## src/rtl/ntr_defines.svh

```systemverilog
`ifndef NTR_DEFINES_SVH
`define NTR_DEFINES_SVH

// full ten-bit instruction codes
`define NTR_OPC_CPY_BA 10'h01e
`define NTR_OPC_CPY_AB 10'h00e
`define NTR_OPC_CPY_YA 10'h01f
`define NTR_OPC_CPY_AY 10'h00c
`define NTR_OPC_PACK_E 10'h01a
`define NTR_OPC_UNPK_E 10'h02a
`define NTR_OPC_CPY_AD 10'h029
`define NTR_OPC_CPY_DA 10'h051
`define NTR_OPC_CPY_ZA 10'h053
`define NTR_OPC_CPY_XA 10'h052
`define NTR_OPC_CPY_SA 10'h050
`define NTR_OPC_INC_Y 10'h013
`define NTR_OPC_DEC_Y 10'h017
// codes that carry an immediate, with their masks
`define NTR_OPC_LXY 10'h300
`define NTR_MSK_LXY 10'h300
`define NTR_OPC_LZ 10'h048
`define NTR_MSK_LZ 10'h3fc
`define NTR_OPC_RLD 10'h2c0
`define NTR_OPC_RSW 10'h2d0
`define NTR_OPC_RSWD 10'h2f0
`define NTR_OPC_RSWI 10'h2e0
`define NTR_OPC_RST 10'h2b0
`define NTR_MSK_J 10'h3f0
// immediate field positions
`define NTR_X_HI 7
`define NTR_X_LO 4
`define NTR_Y_HI 3
`define NTR_Y_LO 0
`define NTR_Z_HI 1
`define NTR_J_HI 3
// values
`define NTR_ONE 4'h1
`define NTR_Y_TOP 4'hf
`define NTR_Y_BOT 4'h0
`define NTR_RST_NIB 4'h0
`define NTR_RST_BYTE 8'h00
`define NTR_RST_TRI 3'h0
`define NTR_RST_DUO 2'h0

`endif

```

## src/rtl/ntr_pkg.sv

```systemverilog
package ntr_pkg;
    // skip sequencer states, one-hot
    typedef enum logic [1:0] {
        ST_EXEC = 2'h1,
        ST_SKIP = 2'h2
    } ntr_skip_t;
    // decoded operation of this group
    typedef enum logic [4:0] {
        OP_NONE, OP_CPY_BA, OP_CPY_AB, OP_CPY_YA, OP_CPY_AY,
        OP_PACK_E, OP_UNPK_E, OP_CPY_AD, OP_CPY_DA, OP_CPY_ZA,
        OP_CPY_XA, OP_CPY_SA, OP_LXY, OP_LZ, OP_INC_Y, OP_DEC_Y,
        OP_RLD, OP_RSW, OP_RSWD, OP_RSWI, OP_RST
    } ntr_op_t;
endpackage

```

## src/rtl/ntr_transfer_core.sv

```systemverilog
// Summary of operation
// - copy_b_to_acc: acc takes B
// - copy_acc_to_b: B takes acc
// - copy_y_to_acc: acc takes Y
// - copy_acc_to_y: Y takes acc
// - pack_ba_into_e: E gets B then acc
// - unpack_e_into_ba: B, acc from E halves
// - copy_acc_to_d: D takes acc bits 2..0
// - copy_d_to_acc: acc low bits take D
// - those D/SP copies zero acc bit 3
// - copy_z_to_acc: acc low bits take Z
// - copy_x_to_acc: acc takes X
// - copy_sp_to_acc: acc low bits take SP
// - load_xy_immediate loads X and Y
// - back-to-back load_xy: only first executes
// - load_z_immediate loads Z
// - inc_y_skip: Y+1, skip when zero
// - dec_y_skip: Y-1, skip when fifteen
// - ram_load_xor_x: acc from RAM, X^=j
// - ram_swap_xor_x: swap acc/RAM, X^=j
// - ram_swap_xor_dec_y: swap, X^=j, Y-1 skip
// - ram_swap_xor_inc_y: swap, X^=j, Y+1 skip
// - ram_store_xor_x: RAM from acc, X^=j
`timescale 1ns/1ps
`include "ntr_defines.svh"

module ntr_transfer_core
    import ntr_pkg::*;
(
    // clock and reset
    input wire logic core_clk,
    input wire logic rst_n,
    // instruction stream from the decoder
    input wire logic instrValid,
    input wire logic [9:0] instrWord,
    input wire logic [2:0] stackPtr,
    // data memory port at the data pointer
    input wire logic [3:0] ramRdData,
    output logic ramWrEn,
    output logic [3:0] ramWrData,
    // skip status
    output logic instrSkipped,
    output logic skipPending,
    // register file contents
    output logic [3:0] accOut,
    output logic [3:0] regB,
    output logic [3:0] regY,
    output logic [7:0] regE,
    output logic [2:0] regD,
    output logic [1:0] regZ,
    output logic [3:0] regX
);

    // reset synchroniser
    logic rstMeta_ff;
    logic rstSync_ff;
    // architectural registers
    logic [3:0] acc_ff;
    logic [3:0] b_ff;
    logic [3:0] y_ff;
    logic [7:0] e_ff;
    logic [2:0] d_ff;
    logic [1:0] z_ff;
    logic [3:0] x_ff;
    // skip sequencing
    ntr_skip_t skipState_ff;
    logic lxyRun_ff;
    // decode results
    ntr_op_t decOp;
    ntr_op_t exOp;
    logic discard;
    logic execNow;
    // immediate field and Y plus/minus one
    logic [3:0] immJ;
    logic [3:0] yInc;
    logic [3:0] yDec;

    // reset released through two flops
    always_ff @(posedge core_clk or negedge rst_n) begin
        if (!rst_n) begin
            rstMeta_ff <= 1'b0;
            rstSync_ff <= 1'b0;
        end else begin
            rstMeta_ff <= 1'b1;
            rstSync_ff <= rstMeta_ff;
        end
    end

    // instruction decode for this group
    always_comb begin
        decOp = OP_NONE;
        case (instrWord)
            `NTR_OPC_CPY_BA: decOp = OP_CPY_BA;
            `NTR_OPC_CPY_AB: decOp = OP_CPY_AB;
            `NTR_OPC_CPY_YA: decOp = OP_CPY_YA;
            `NTR_OPC_CPY_AY: decOp = OP_CPY_AY;
            `NTR_OPC_PACK_E: decOp = OP_PACK_E;
            `NTR_OPC_UNPK_E: decOp = OP_UNPK_E;
            `NTR_OPC_CPY_AD: decOp = OP_CPY_AD;
            `NTR_OPC_CPY_DA: decOp = OP_CPY_DA;
            `NTR_OPC_CPY_ZA: decOp = OP_CPY_ZA;
            `NTR_OPC_CPY_XA: decOp = OP_CPY_XA;
            `NTR_OPC_CPY_SA: decOp = OP_CPY_SA;
            `NTR_OPC_INC_Y: decOp = OP_INC_Y;
            `NTR_OPC_DEC_Y: decOp = OP_DEC_Y;
            default: begin
                // immediate-carrying codes
                if ((instrWord & `NTR_MSK_LXY) == `NTR_OPC_LXY) begin
                    decOp = OP_LXY;
                end else if ((instrWord & `NTR_MSK_LZ) == `NTR_OPC_LZ) begin
                    decOp = OP_LZ;
                end else if ((instrWord & `NTR_MSK_J) == `NTR_OPC_RLD) begin
                    decOp = OP_RLD;
                end else if ((instrWord & `NTR_MSK_J) == `NTR_OPC_RSW) begin
                    decOp = OP_RSW;
                end else if ((instrWord & `NTR_MSK_J) == `NTR_OPC_RSWD) begin
                    decOp = OP_RSWD;
                end else if ((instrWord & `NTR_MSK_J) == `NTR_OPC_RSWI) begin
                    decOp = OP_RSWI;
                end else if ((instrWord & `NTR_MSK_J) == `NTR_OPC_RST) begin
                    decOp = OP_RST;
                end
            end
        endcase
    end

    // discard when a skip is owed or a load_xy run continues
    assign discard = (skipState_ff == ST_SKIP)
        || ((decOp == OP_LXY) && lxyRun_ff);
    assign execNow = instrValid && !discard;
    assign exOp = execNow ? decOp : OP_NONE;
    assign immJ = instrWord[`NTR_J_HI:0];
    // four-bit arithmetic wraps by width
    assign yInc = y_ff + `NTR_ONE;
    assign yDec = y_ff - `NTR_ONE;
    // handshake-style outputs
    assign instrSkipped = instrValid && discard;
    assign skipPending = (skipState_ff == ST_SKIP);
    // memory write during the executing cycle
    assign ramWrEn = (exOp == OP_RSW) || (exOp == OP_RSWD)
        || (exOp == OP_RSWI) || (exOp == OP_RST);
    assign ramWrData = acc_ff;
    // registered data outputs
    assign accOut = acc_ff;
    assign regB = b_ff;
    assign regY = y_ff;
    assign regE = e_ff;
    assign regD = d_ff;
    assign regZ = z_ff;
    assign regX = x_ff;

    // accumulator
    always_ff @(posedge core_clk or negedge rstSync_ff) begin
        if (!rstSync_ff) begin
            acc_ff <= `NTR_RST_NIB;
        end else begin
            case (exOp)
                OP_CPY_BA: acc_ff <= b_ff;
                OP_CPY_YA: acc_ff <= y_ff;
                OP_UNPK_E: acc_ff <= e_ff[3:0];
                OP_CPY_DA: acc_ff <= {1'b0, d_ff};
                OP_CPY_ZA: acc_ff <= {2'h0, z_ff};
                OP_CPY_XA: acc_ff <= x_ff;
                OP_CPY_SA: acc_ff <= {1'b0, stackPtr};
                // load or swap with memory
                OP_RLD, OP_RSW, OP_RSWD, OP_RSWI: acc_ff <= ramRdData;
                default: acc_ff <= acc_ff;
            endcase
        end
    end

    // register B
    always_ff @(posedge core_clk or negedge rstSync_ff) begin
        if (!rstSync_ff) begin
            b_ff <= `NTR_RST_NIB;
        end else if (exOp == OP_CPY_AB) begin
            b_ff <= acc_ff;
        end else if (exOp == OP_UNPK_E) begin
            b_ff <= e_ff[7:4];
        end
    end

    // register Y, with wrap
    always_ff @(posedge core_clk or negedge rstSync_ff) begin
        if (!rstSync_ff) begin
            y_ff <= `NTR_RST_NIB;
        end else begin
            case (exOp)
                OP_CPY_AY: y_ff <= acc_ff;
                OP_LXY: y_ff <= instrWord[`NTR_Y_HI:`NTR_Y_LO];
                OP_INC_Y, OP_RSWI: y_ff <= yInc;
                OP_DEC_Y, OP_RSWD: y_ff <= yDec;
                default: y_ff <= y_ff;
            endcase
        end
    end

    // register E
    always_ff @(posedge core_clk or negedge rstSync_ff) begin
        if (!rstSync_ff) begin
            e_ff <= `NTR_RST_BYTE;
        end else if (exOp == OP_PACK_E) begin
            e_ff <= {b_ff, acc_ff};
        end
    end
    // register D
    always_ff @(posedge core_clk or negedge rstSync_ff) begin
        if (!rstSync_ff) begin
            d_ff <= `NTR_RST_TRI;
        end else if (exOp == OP_CPY_AD) begin
            d_ff <= acc_ff[2:0];
        end
    end
    // register Z
    always_ff @(posedge core_clk or negedge rstSync_ff) begin
        if (!rstSync_ff) begin
            z_ff <= `NTR_RST_DUO;
        end else if (exOp == OP_LZ) begin
            z_ff <= instrWord[`NTR_Z_HI:0];
        end
    end

    // register X
    always_ff @(posedge core_clk or negedge rstSync_ff) begin
        if (!rstSync_ff) begin
            x_ff <= `NTR_RST_NIB;
        end else begin
            case (exOp)
                OP_LXY: x_ff <= instrWord[`NTR_X_HI:`NTR_X_LO];
                OP_RLD, OP_RSW, OP_RSWD, OP_RSWI, OP_RST: begin
                    // address toggle after the memory access
                    x_ff <= x_ff ^ immJ;
                end
                default: x_ff <= x_ff;
            endcase
        end
    end

    // skip sequencer: one discarded instruction after a wrap
    always_ff @(posedge core_clk or negedge rstSync_ff) begin
        if (!rstSync_ff) begin
            skipState_ff <= ST_EXEC;
        end else begin
            case (skipState_ff)
                ST_EXEC: begin
                    // wrap of Y arms the skip
                    if (((exOp == OP_INC_Y) || (exOp == OP_RSWI))
                        && (yInc == `NTR_Y_BOT)) begin
                        skipState_ff <= ST_SKIP;
                    end else if (((exOp == OP_DEC_Y) || (exOp == OP_RSWD))
                        && (yDec == `NTR_Y_TOP)) begin
                        skipState_ff <= ST_SKIP;
                    end
                end
                ST_SKIP: begin
                    // the next instruction is consumed unexecuted
                    if (instrValid) begin
                        skipState_ff <= ST_EXEC;
                    end
                end
                default: skipState_ff <= ST_EXEC;
            endcase
        end
    end

    // tracks a run of load_xy codes, skipped or not
    always_ff @(posedge core_clk or negedge rstSync_ff) begin
        if (!rstSync_ff) begin
            lxyRun_ff <= 1'b0;
        end else if (instrValid) begin
            lxyRun_ff <= (decOp == OP_LXY);
        end
    end
endmodule

```

## config.mk

```make
export PLATFORM = sky130hd
export DESIGN_NAME = ntr_transfer_core
export DESIGN_NICKNAME = d
export VERILOG_FILES = /design/src/rtl/ntr_pkg.sv /design/src/rtl/ntr_transfer_core.sv
export VERILOG_INCLUDE_DIRS = /design/src /design/src/rtl
export SDC_FILE = /design/constraint.sdc
export NUM_CORES = 1
export LEC_CHECK = 0
export BUFFER_PORTS_ARGS = -buffer_cell sky130_fd_sc_hd__buf_4
export CAP_MARGIN = 20
export CORE_MARGIN = 5
export CORE_UTILIZATION = 55
export CTS_CLUSTER_DIAMETER = 80
export DETAILED_ROUTE_END_ITERATION = 16
export PLACE_DENSITY = 0.86
export SKIP_CTS_REPAIR_TIMING = 1
export SYNTH_ARGS = -nofsm -noshare
export SYNTH_HDL_FRONTEND = slang
export SYNTH_SLANG_ARGS = --single-unit
```

## constraint.sdc

```tcl
create_clock -name core_clk -period 2.6 [get_ports core_clk]
set_input_delay 0.26 -clock core_clk [delete_from_list [all_inputs] [get_ports core_clk]]
set_output_delay 0.26 -clock core_clk [all_outputs]
set_load 0.1 [all_outputs]
```

== Yosys cells after proc, flatten, opt, wreduce, memory -nomap -nowiden ==
Cells that the tools add are included.

* Add/subtract/negate cells: 2
* Equal/unequal tests: 46
* Mux-type cells: 18
* Bitwise gates (word level): 1
* Reduce and logical (&&, ||, !) cells: 22

{| class="wikitable"
|+ Operator list
! kind !! count
|-
| 5-bit one-hot mux with 13 select lines || 1
|-
| 10-bit by 5-bit equality test with 1-bit output, second input constant || 5
|-
| 5-bit by 4-bit equality test with 1-bit output, second input constant || 9
|-
| 10-bit by 7-bit equality test with 1-bit output, second input constant || 4
|-
| 5-bit two-way mux || 8
|-
| 4-bit one-hot mux with 8 select lines || 1
|-
| 6-bit equality test, second input constant || 5
|-
| 5-bit equality test, second input constant || 5
|-
| 10-bit by 4-bit equality test with 1-bit output, second input constant || 2
|-
| 10-bit by 6-bit equality test with 1-bit output, second input constant || 2
|-
| 5-bit by 3-bit equality test with 1-bit output, second input constant || 4
|-
| 4-bit one-hot mux with 4 select lines || 1
|-
| 5-bit by 2-bit equality test with 1-bit output, second input constant || 2
|-
| 8-bit by 5-bit equality test with 1-bit output, second input constant || 1
|-
| 4-bit two-way mux || 2
|-
| 4-bit one-hot mux with 2 select lines || 1
|-
| 8-bit nonzero test || 1
|-
| 1-bit logical OR || 6
|-
| 2-bit two-way mux || 3
|-
| 5-bit by 1-bit equality test with 1-bit output, second input constant || 1
|-
| 1-bit logical AND || 5
|-
| 5-bit OR reduction || 1
|-
| 4-bit by 1-bit adder with 4-bit output, second input constant || 1
|-
| 2-bit equality test, second input constant || 2
|-
| 14 further kinds || 16
|}

* Register bits: 34
* Input port bits: 20
* Output and inout port bits: 36
* Word-level logic and storage cells: 100

== Longest topological paths before layout ==
Gate-level depths: netlist of run 1.

* Word-level depth: 21
* Mapped depth: 12
* Mapped depth without buffers: 9

== Worst setup path before layout of run 1 ==
OpenSTA, ideal clock, no wires.

* Path type: input-to-output
* Start: in instrWord[6]
* End: out ramWrEn
* Arrival time: 3953 ps
* Data required time: 2340 ps
* Slack: -1613 ps
* Stages: 8
* Path buffers: 1
* Cell sequence: or3b_1 -> or4_1 -> nand2_1 -> o21ai_0 -> nand2b_1 -> clkbuf_1 -> nor2_1 -> a211oi_1

* Cells in the longest elaborated chain, start to end: 19
* Elaborated cells between the ends (all ways): 40
* Classes of those cells: 24 x eq/ne; 9 x mux; 7 x reduce/logical

{| class="wikitable"
|+ RTL lines
! element !! line !! RTL
|-
| start: declaration || ntr_transfer_core.sv:35 || <nowiki>input wire logic [9:0] instrWord,</nowiki>
|-
| 6-bit equality test (no source line) || n/a ||
|-
| 5-bit two-way mux || ntr_transfer_core.sv:120 || <nowiki>end else if ((instrWord & `NTR_MSK_J) == `NTR_OPC_RST) begin</nowiki>
|-
| 5-bit two-way mux || ntr_transfer_core.sv:118 || <nowiki>end else if ((instrWord & `NTR_MSK_J) == `NTR_OPC_RSWI) begin</nowiki>
|-
| 5-bit two-way mux || ntr_transfer_core.sv:116 || <nowiki>end else if ((instrWord & `NTR_MSK_J) == `NTR_OPC_RSWD) begin</nowiki>
|-
| 5-bit two-way mux || ntr_transfer_core.sv:114 || <nowiki>end else if ((instrWord & `NTR_MSK_J) == `NTR_OPC_RSW) begin</nowiki>
|-
| 5-bit two-way mux || ntr_transfer_core.sv:112 || <nowiki>end else if ((instrWord & `NTR_MSK_J) == `NTR_OPC_RLD) begin</nowiki>
|-
| 5-bit two-way mux || ntr_transfer_core.sv:110 || <nowiki>end else if ((instrWord & `NTR_MSK_LZ) == `NTR_OPC_LZ) begin</nowiki>
|-
| 5-bit two-way mux || ntr_transfer_core.sv:108 || <nowiki>if ((instrWord & `NTR_MSK_LXY) == `NTR_OPC_LXY) begin</nowiki>
|-
| (+3 left out) || n/a ||
|-
| 1-bit logical OR || ntr_transfer_core.sv:129 || <nowiki>|| ((decOp == OP_LXY) && lxyRun_ff);</nowiki>
|-
| 1-bit zero test || ntr_transfer_core.sv:130 || <nowiki>assign execNow = instrValid && !discard;</nowiki>
|-
| 1-bit logical AND || ntr_transfer_core.sv:130 ||
|-
| 5-bit two-way mux * || ntr_transfer_core.sv:131 || <nowiki>assign exOp = execNow ? decOp : OP_NONE;</nowiki>
|-
| 5-bit equality test || ntr_transfer_core.sv:140 || <nowiki>assign ramWrEn = (exOp == OP_RSW) || (exOp == OP_RSWD)</nowiki>
|-
| 1-bit logical OR || ntr_transfer_core.sv:140 ||
|-
| 1-bit logical OR || ntr_transfer_core.sv:141 || <nowiki>|| (exOp == OP_RSWI) || (exOp == OP_RST);</nowiki>
|-
| 1-bit logical OR * || ntr_transfer_core.sv:141 ||
|-
| end: declaration || ntr_transfer_core.sv:39 || <nowiki>output logic ramWrEn,</nowiki>
|}

Mark *: on every way between the ends. The rest lies on a longest branch, timed or not.

== Final worst setup path of run 1 ==
* Start: in instrWord[0]
* End: out ramWrEn

* Cells in the longest elaborated chain, start to end: 12
* Elaborated cells between the ends (all ways): 27
* Classes of those cells: 18 x eq/ne; 2 x mux; 7 x reduce/logical

{| class="wikitable"
|+ RTL lines
! element !! line !! RTL
|-
| 10-bit by 5-bit equality test with 1-bit output, or another cell as far along || ntr_transfer_core.sv:92 || <nowiki>case (instrWord)</nowiki>
|-
| 5-bit one-hot mux with 13 select lines * || ntr_transfer_core.sv:92 ||
|-
| 5-bit by 4-bit equality test with 1-bit output || ntr_transfer_core.sv:129 ||
|-
| 1-bit logical AND || ntr_transfer_core.sv:129 ||
|-
| 1-bit logical OR || ntr_transfer_core.sv:129 ||
|-
| 1-bit zero test || ntr_transfer_core.sv:130 ||
|-
| 1-bit logical AND || ntr_transfer_core.sv:130 ||
|-
| 5-bit two-way mux * || ntr_transfer_core.sv:131 ||
|-
| 5-bit equality test || ntr_transfer_core.sv:140 ||
|-
| 1-bit logical OR || ntr_transfer_core.sv:140 ||
|-
| 1-bit logical OR || ntr_transfer_core.sv:141 ||
|-
| 1-bit logical OR * || ntr_transfer_core.sv:141 ||
|}

Marked as above.

==> results of run 1 <==
[worst max-delay path, delay by kind of cell]
family | cells | cell delay (ns)
compound gates | 3 | 0.73
buf+inv | 3 | 0.57
simple gates | 5 | 0.86
[cell usage in the layout, fill, tap and decap left out, types with 3 or more instances in the layout]
master      n
a211oi_1    7
a21oi_1    11
a221o_1     6
a22oi_1     4
a311oi_1    3
and3_1      3
buf_4     137
clkbuf_8    5
dfrtp_1    33
ha_1        4
inv_1      11
mux2_2     14
mux2i_1    11
nand2_1    35
nand2b_1    7
nand3_1     8
nor2_1     23
nor2b_1     3
nor3_1     11
nor3b_1     6
o211ai_1    3
o21a_1      3
o21ai_0    12
o22ai_1     3
or3_1       3
or4_1       4
[stage by stage]
stage	setup slack, ns	hold WS [ns]
6_report	-0.0838	0.251
5_1_grt	-0.207	0.262
4_1_cts	-0.166	-0.263
3_5_place_dp	-0.299	0.0469
3_3_place_gp	-0.277	0.0425
2_1_floorplan	-0.354	-0.0356
[area by class of cell]
type | instances | area (µm²)
tap | 67 | 83.8
multi-input combinational | 253 | 1840
clock inverter | 3 | 68.8
inverter | 11 | 41.3
timing repair buffer | 141 | 1090
fill | 301 | 776
sequential | 34 | 852
clock buffer | 5 | 68.8
[power breakdown]
group | total, W | leakage (nW) | internal [W] | switching (W)
Sequential | 0.000784 | 0.440 | 0.000611 | 0.000173
Combinational | 0.00145 | 1.41 | 0.000380 | 0.00107
Clock | 0.000595 | 0.0683 | 0.000384 | 0.000211
Total | 0.00283 | 1.91 | 0.00138 | 0.00145
[how the worst max path moves through the flow]
stage | startpoint | slack, ns | depth (start not counted) | to
global route | instrWord[0] | -0.21 | 11 | ramWrEn
detailed placement | instrWord[5] | -0.30 | 10 | regY[3]$_DFFE_PN0P_
CTS | instrWord[4] | -0.17 | 9 | ramWrEn
finish | instrWord[0] | -0.08 | 11 | ramWrEn
floorplan | instrWord[6] | -0.35 | 8 | ramWrEn
global placement | instrWord[6] | -0.28 | 11 | regY[0]$_DFFE_PN0P_
[state kept, by name, indices dropped and copies added (netlist names), 2 cells and up]
name	count
regE	8
accOut	4
regB	4
regX	4
regY	4
regD	3
regZ	2
skipState_ff	2
[per-layer routing]
layer | wire (µm) | track usage, % | up-vias
li1 | - | - | 1448
met1 | 4120 | 43.2 | 1521
met2 | 4750 | 50.2 | 206
met3 | 856 | 5.65 | 31
met4 | 235 | 8.78 | 0
met5 | 0 | 0 | -
[logic make-up after synthesis]
kind of cell | after synthesis
AO/OA/AOI/OAI | 81
XOR/XNOR | 4
adder cells (fa/ha/maj) | 4
buffers and inverters | 34
flip-flops | 34
multiplexers | 26
other | 1
AND/OR/NAND/NOR | 137
==> impl_metrics.ini, run 1 <==
[worst_hold_path]
whs_path_depth = 2
hp-start = instrValid
hold_path.class = primary input to flip-flop
min_to = lxyRun_ff$_DFFE_PN0P_

[die]
die_w_um = 81.0
die_y_um = 81.0
start_util_pct = 57.5
rows = 25
core_um2 = 4820
ios = 56
die-area_um2 = 6560

[sta]
drv_slew = 0
setup_ws_ns = -0.0838
slew_headroom_pct = 39.4
finalCriticalPeriod_ns = 2.68
timing.fmax_mhz = 373
final-setup-viol-count = 2
worst_slew_pin_slew_ns = 0.909
fin_setup_tns_ns = -0.109
timing.final.crit_share_pct = 103
rsz0062_at_grt = yes
finClkSkew_ns = 0.00640
hold_viol = 0

[power]
ir_drop_v = 0.000613
power_density_nw_per_um2 = 700
power_w = 0.00283
leakage_nw = 1.91

[yosys]
syn_area_um2 = 2770
synth-xor-area-share_pct = 1.26
synth_most_common_cell = nand2_1
synth_fa_ha_area_share_pct = 1.81
yosysTopAreaCellShare_pct = 29.8
synth_top_flop_cell = dfrtp_1
synth_edf_count = 0
synth_top_family_by_area = simple AND/OR/NAND/NOR gates
synth_commonest_cells = nand2_1 (36), dfrtp_1 (33), nor2_1 (25)
ys_seq_area_share_pct = 30.7
synth_compound_area_share_pct = 22.2
avgSynthCellArea_um2 = 8.63
async_reset_ff_share_pct = 100
yosys_warnings = 0
synthMuxAreaShare_pct = 10.2
synth_seq_cells = 34
synth-simple-area-share_pct = 27.4
synth.distinct_cells = 71
synth_top_area_cell = dfrtp_1
syn_inst = 321
synth_area_leaders = dfrtp_1 (30%), mux2_2 (5.7%), nand2_1 (4.9%)
synth_nets = 345

[finish]
antennaDiodeCount = 0
final_nets = 470
fin_cells = 514
area_growth_pct = 45.8
utilization_pct = 83.9
design_area_um2 = 4040
drive_above_1_share_pct = 42.7

[clock_network]
clock-sinks = 34
cts_buffers = 5
cts_tree = built
path_clk_slew_ns = 0.07
clock_latency_ns = 0.29
cts-root-buf = clkbuf_8
htreeDepth = 2
clockBufferDepth = 2

[route]
num_vias = 3206
drtIter0Drc = 345
wl_per_cell_um = 19.4
vias_per_cell = 6.24
ant_nets = 0
drc = 0
routed_wl_um = 9960
drt_pass1_iterations = 5

[place]
gp_congestion = 1.06
portBuffers = 55
hpwl_um = 7600
placed_cell_area_um2 = 3820
dp_cells = 505

[run_status]
violations = setup timing
status = complete, but fails checks

[worst_setup_path]
critPathCaptureType = output pin
worstSetupPathType = primary input to output pin
cp.arrival_ns = 2.42
ff2ff_path_depth = 7
r2r-end = regY[3]$_DFFE_PN0P_
rrSetupSlack_ns = 0.11
slowest_delay_ns = 0.33
path_cells = buf_4, buf_4, nand2_1, or4_1, o2111ai_1, o21ai_0, nand2b_1, nor2_2, nor2_1, a211oi_4, buf_6
crit_slowest_cell = o21ai_0
cp-start-kind = primary input
path_max_fanout = 7
path_common_cell = buf_4
required_ns = 2.34
regToRegStartpoint = skipState_ff[0]$_DFFE_PN1P_

[global_routing]
grtUsageTotal_pct = 31.3
antenna_found_initial = 0
grt_max_degree = 22
overflow = 0
first_global_vias = 3123
grt_pass1_wl_um = 15800

[job]
cap_viol_max_count = 0
No activity file was read; power rests on OpenSTA's default activity.
==> inputs of run 2 (changes only) <==
MAX_ROUTING_LAYER = met4   (was default)
==> run 2 against run 1 <==
Effect of this change:
- the run now ends clean
- non-clock buffer count stayed put
- critical path depth stayed put
- count of clock-buffer cells in the layout stayed put
- design area hardly changed
- clock power hardly changed
- sequential share of layout area hardly changed
- flip-flop and latch count stayed put
- worst setup slack better by 0.15 ns
- fmax is 5.8% higher
- highest routed layer unchanged
==> impl_metrics.ini, run 2 (same netlist as run 1, synthesis figures left out) <==
[run_status]
status = finished clean

[die]
rows = 25
die-area_um2 = 6560
ios = 56
core_um2 = 4820
die_w_um = 81.0
die_y_um = 81.0
start_util_pct = 57.5

[sta]
finClkSkew_ns = 0.00764
slew_headroom_pct = 67.2
rsz0062_at_grt = yes
drv_slew = 0
finalCriticalPeriod_ns = 2.54
fin_setup_tns_ns = 0
timing.fmax_mhz = 394
worst_slew_pin_slew_ns = 0.487
hold_viol = 0
timing.final.crit_share_pct = 97.5
final-setup-viol-count = 0

[finish]
drive_above_1_share_pct = 42.5
largest_reg_flops = 8
design_area_um2 = 4040
fillers = 302
antennaDiodeCount = 0
final_nets = 470
area_growth_pct = 45.8
fin_cells = 514
mostFrequentLayoutCell = buf_4
layout_common_cells = buf_4 (137), nand2_1 (35), dfrtp_1 (33), nor2_1 (24), mux2_2 (14)

[route]
drt_pass1_iterations = 5
ant_nets = 0
vias_per_cell = 6.18
drtIter0Drc = 289
num_vias = 3179
wl_per_cell_um = 18.4
drc = 0
routed_wl_um = 9460

[worst_setup_path]
endpoint = regY[3]$_DFFE_PN0P_
cp-start-kind = primary input
ff2ff_path_depth = 7
critPathCaptureType = flip-flop
startpoint = instrWord[4]
worstSetupPathType = primary input to flip-flop
worstSetupPathDepth = 11
slowest_delay_ns = 0.42
rrSetupSlack_ns = 0.12
path_cells = buf_4, buf_4, nor3b_1, a21o_1, o21a_1, a311oi_2, a211o_4, or3_1, mux2_4, a222oi_1, o21ai_1
crit_slowest_cell = or3_1
worst-path-buf-inv = 2
critical_path.top_delay_family = compound AO/OA/AOI/OAI gates
cp.arrival_ns = 2.70
path_common_cell = buf_4
regToRegStartpoint = skipState_ff[0]$_DFFE_PN1P_
r2r-end = regY[3]$_DFFE_PN0P_
path_max_fanout = 5
required_ns = 2.77

[global_routing]
first_global_vias = 3178
grt_pass1_wl_um = 15600
grt_max_degree = 23
overflow = 0
grtUsageTotal_pct = 31.8
antenna_found_initial = 0

[job]
cap_viol_max_count = 0

[power]
p_sw_w = 0.00144
power_density_nw_per_um2 = 697
pwr-share-comb_pct = 51.5
leakage_nw = 1.91
power_switching_share_pct = 51.1
ir_drop_v = 0.000499
p_int_w = 0.00138
seqPwrFrac_pct = 27.5
clockPowerShare_pct = 21.1

[clock_network]
clock-sinks = 34
cts_tree = built
clock_latency_ns = 0.29
cts_buffers = 5
cts-root-buf = clkbuf_8
path_clk_slew_ns = 0.08
clockBufferDepth = 2
htreeDepth = 2

[worst_hold_path]
hold_path.class = flip-flop to asynchronous set/reset pin

[place]
portBuffers = 55
hpwl_um = 7490
placed_cell_area_um2 = 3820
gp_congestion = 1.03
dp_cells = 505
run 2: worst min path at each step:
stage / cells past startpoint / start / to
2_1_floorplan: 0 / rst_n / rstMeta_ff$_DFF_PN0_
3_3_place_gp: 1 / rst_n / rstMeta_ff$_DFF_PN0_
3_5_place_dp: 1 / rst_n / rstSync_ff$_DFF_PN0_
4_1_cts: 1 / rst_n / rstMeta_ff$_DFF_PN0_
5_1_grt: 0 / rstSync_ff$_DFF_PN0_ / regE[1]$_DFFE_PN0N_
6_report: 0 / rstSync_ff$_DFF_PN0_ / regE[1]$_DFFE_PN0N_
run 2: metal layers:
layer	track usage [%]	vias to the layer above	part of all wire [%]
met1	42.0	1546	41
met3	5.32	25	7.8
met2	49.4	164	48
met5	-	-	0
met4	11.3	0	2.6
li1	-	1444	-
run 2: area by class of cell:
cell class                      count  area [µm²]  area share (%)
Multi-Input combinational cell    253        1830            45.3
Sequential cell                    34         852            21.1
Clock inverter                      3        68.8            1.70
Clock buffer                        5        68.8            1.70
Inverter                           11        41.3            1.02
Timing Repair Buffer              141        1090            27.1
Tap cell                           67        83.8            2.07
run 2: worst reg2reg max path, stage by stage, from the launching register on:
cell      delay [ns]
dfstp_2         0.53
nand2b_1        0.12
nand3_1         0.21
a211o_4         0.41
or3_1           0.42
mux2_4          0.32
a222oi_1        0.25
o21ai_1         0.11
run 2: through the flow:
stage / power, W / hold WS (ns) / setup WS (ns) / util, %
after global placement: 0.00218 / 0.0422 / -0.201 / 79.4
after global routing: 0.00293 / 0.229 / -0.0627 / 83.9
after detailed placement: 0.00221 / 0.0432 / -0.254 / 79.4
after floorplan: 0.00185 / -0.0356 / -0.354 / -
after CTS: 0.00280 / -0.271 / -0.152 / 82.2
final: 0.00281 / 0.175 / 0.0642 / 83.9
run 2: power groups by stage:
stage | combinational (W) | sequential, W | clock [W]
4_1_cts | 0.00144 | 0.000766 | 0.000596
5_1_grt | 0.00151 | 0.000791 | 0.000624
2_1_floorplan | 0.000543 | 0.00131 | 0
3_5_place_dp | 0.00143 | 0.000776 | 0
6_report | 0.00145 | 0.000773 | 0.000593
3_3_place_gp | 0.00141 | 0.000769 | 0
==> inputs of run 3 (changes only) <==
CELL_PAD_IN_SITES_DETAIL_PLACEMENT = 1   (was default)
CELL_PAD_IN_SITES_GLOBAL_PLACEMENT = 2   (was default)
CORE_UTILIZATION = 30   (was 55)
PLACE_DENSITY = 0.83   (was 0.86)
clock period = 2.3 ns   (was 2.6 ns; I/O delays follow)
==> run 3 against run 2 <==
Effect of this change:
- the flow now finishes with violations (setup timing)
- clock skew about the same
- sequential power increased by 16%
- sequential share of layout area down 3.1 points
- worst hold slack gained 0.055 ns
- non-clock buffer count increased by 17
- wire length is 27% higher
- design area increased by 17%
- critical endpoint is now ramWrEn
- largest cell class unchanged
==> impl_metrics.ini, run 3 (same netlist as run 1, synthesis figures left out) <==
[run_status]
status = complete, but fails checks
violations = setup timing

[sta]
setup_ws_ns = -0.208
worst_slew_pin_slew_ns = 0.878
timing.final.crit_share_pct = 109
fin_setup_tns_ns = -1.67
rsz0062_at_grt = yes
final-setup-viol-count = 18
timing.fmax_mhz = 399
drv_slew = 0
finalCriticalPeriod_ns = 2.51
hold_viol = 0
finClkSkew_ns = 0.00766
slew_headroom_pct = 41.5

[die]
die_y_um = 106
die-area_um2 = 11300
core_um2 = 9110
rows = 35
start_util_pct = 30.4
die_w_um = 106
ios = 56

[clock_network]
clock-sinks = 34
cts_tree = built
clockBufferDepth = 2
path_clk_slew_ns = 0.07
htreeDepth = 2
cts-root-buf = clkbuf_8
cts_buffers = 5
clock_latency_ns = 0.29

[place]
gp_congestion = 0.912
hpwl_um = 8440
portBuffers = 55

[power]
ir_drop_v = 0.000474
leakage_nw = 2.11
power_density_nw_per_um2 = 704
power_w = 0.00334

[worst_hold_path]
hold_path.class = primary input to flip-flop

[route]
drtIter0Drc = 246
drt_pass1_iterations = 5
wl_per_cell_um = 20.9
drc = 0
num_vias = 3203
ant_nets = 0
vias_per_cell = 5.57
routed_wl_um = 12000

[finish]
mostFrequentLayoutCell = buf_4
largest_reg_flops = 8
layout_common_cells = buf_4 (135), nand2_1 (35), dfrtp_1 (32), nor2_1 (18), buf_6 (13)
final_nets = 487
area_growth_pct = 71.1
fillers = 1045
drive_above_1_share_pct = 55.4
antennaDiodeCount = 0

[worst_setup_path]
slowest_delay_ns = 0.43
path_cells = buf_8, nand4bb_4, or4_4, and4b_1, o211ai_1, buf_4, and2_4, buf_6, nor2_4, a211oi_4, buf_12
critPathCaptureType = output pin
required_ns = 2.07
cp-start-kind = primary input
worst-path-buf-inv = 4
cp.arrival_ns = 2.28
critical_path.top_delay_family = simple AND/OR/NAND/NOR gates
worstSetupPathType = primary input to output pin
crit_slowest_cell = or4_4
path_max_fanout = 6

[global_routing]
overflow = 0
grt_pass1_wl_um = 16900
grtUsageTotal_pct = 19.1
grt_max_degree = 20
antenna_found_initial = 0
first_global_vias = 3190

[job]
cap_viol_max_count = 0
## run 3: cell count changes in the layout (fill, tap and decap cells not counted), sizes merged
cell and delta:
buf +16, clkbuf +1
## run 3: metrics by stage
step / hold slack, ns / setup WS, ns / cells / instance area, µm² / util (%)
global route: 0.229 / -0.290 / 575 / 4740 / 52.0
detailed placement: 0.0136 / -0.512 / 550 / 3960 / 43.5
floorplan: -0.0656 / -0.383 / 321 / 2900 / -
CTS: -0.303 / -0.409 / 558 / 4100 / 45.0
global placement: 0.0126 / -0.482 / 550 / 3960 / 43.5
finish: 0.229 / -0.208 / 575 / 4740 / 52.0
## run 3: path summary, 6_finish.rpt
check	startpoint	endpoint	slack, ns	depth (start not counted)
worst min register to register	rstMeta_ff$_DFF_PN0_	rstSync_ff$_DFF_PN0_	0.35	0
worst min-delay path	instrValid	lxyRun_ff$_DFFE_PN0P_	0.23	2
worst max register to register	skipState_ff[0]$_DFFE_PN1P_	regY[0]$_DFFE_PN0P_	-0.10	8
worst max-delay path	instrWord[2]	ramWrEn	-0.21	11
min in group asynchronous	rst_n	rstMeta_ff$_DFF_PN0_	0.24	2
max in group asynchronous	rstSync_ff$_DFF_PN0_	accOut[1]$_DFFE_PN0P_	1.21	1
## run 3: area by class of cell
cell class | instances | area (µm²) | share of cell area [%]
multi-input cells | 253 | 2230 | 47.0
repair buffers | 158 | 1340 | 28.3
flip-flops and latches | 34 | 853 | 18.0
well taps | 111 | 139 | 2.93
clock buffers | 5 | 68.8 | 1.45
clock inverters | 3 | 68.8 | 1.45
inverters | 11 | 41.3 | 0.871
## run 3: per-layer routing
metal / vias up / GRT usage [%] / wire length, µm
met5: - / - / 0
met4: 0 / 4.63 / 129
met3: 11 / 2.67 / 490
met2: 83 / 30.1 / 5920
met1: 1632 / 25.9 / 5510
li1: 1477 / - / -
## run 3: where the power goes
group	internal, W	switching, W	leakage [nW]
clock network	0.000434	0.000239	0.0683
registers	0.000692	0.000204	0.439
logic	0.000501	0.00127	1.61
total	0.00163	0.00171	2.11
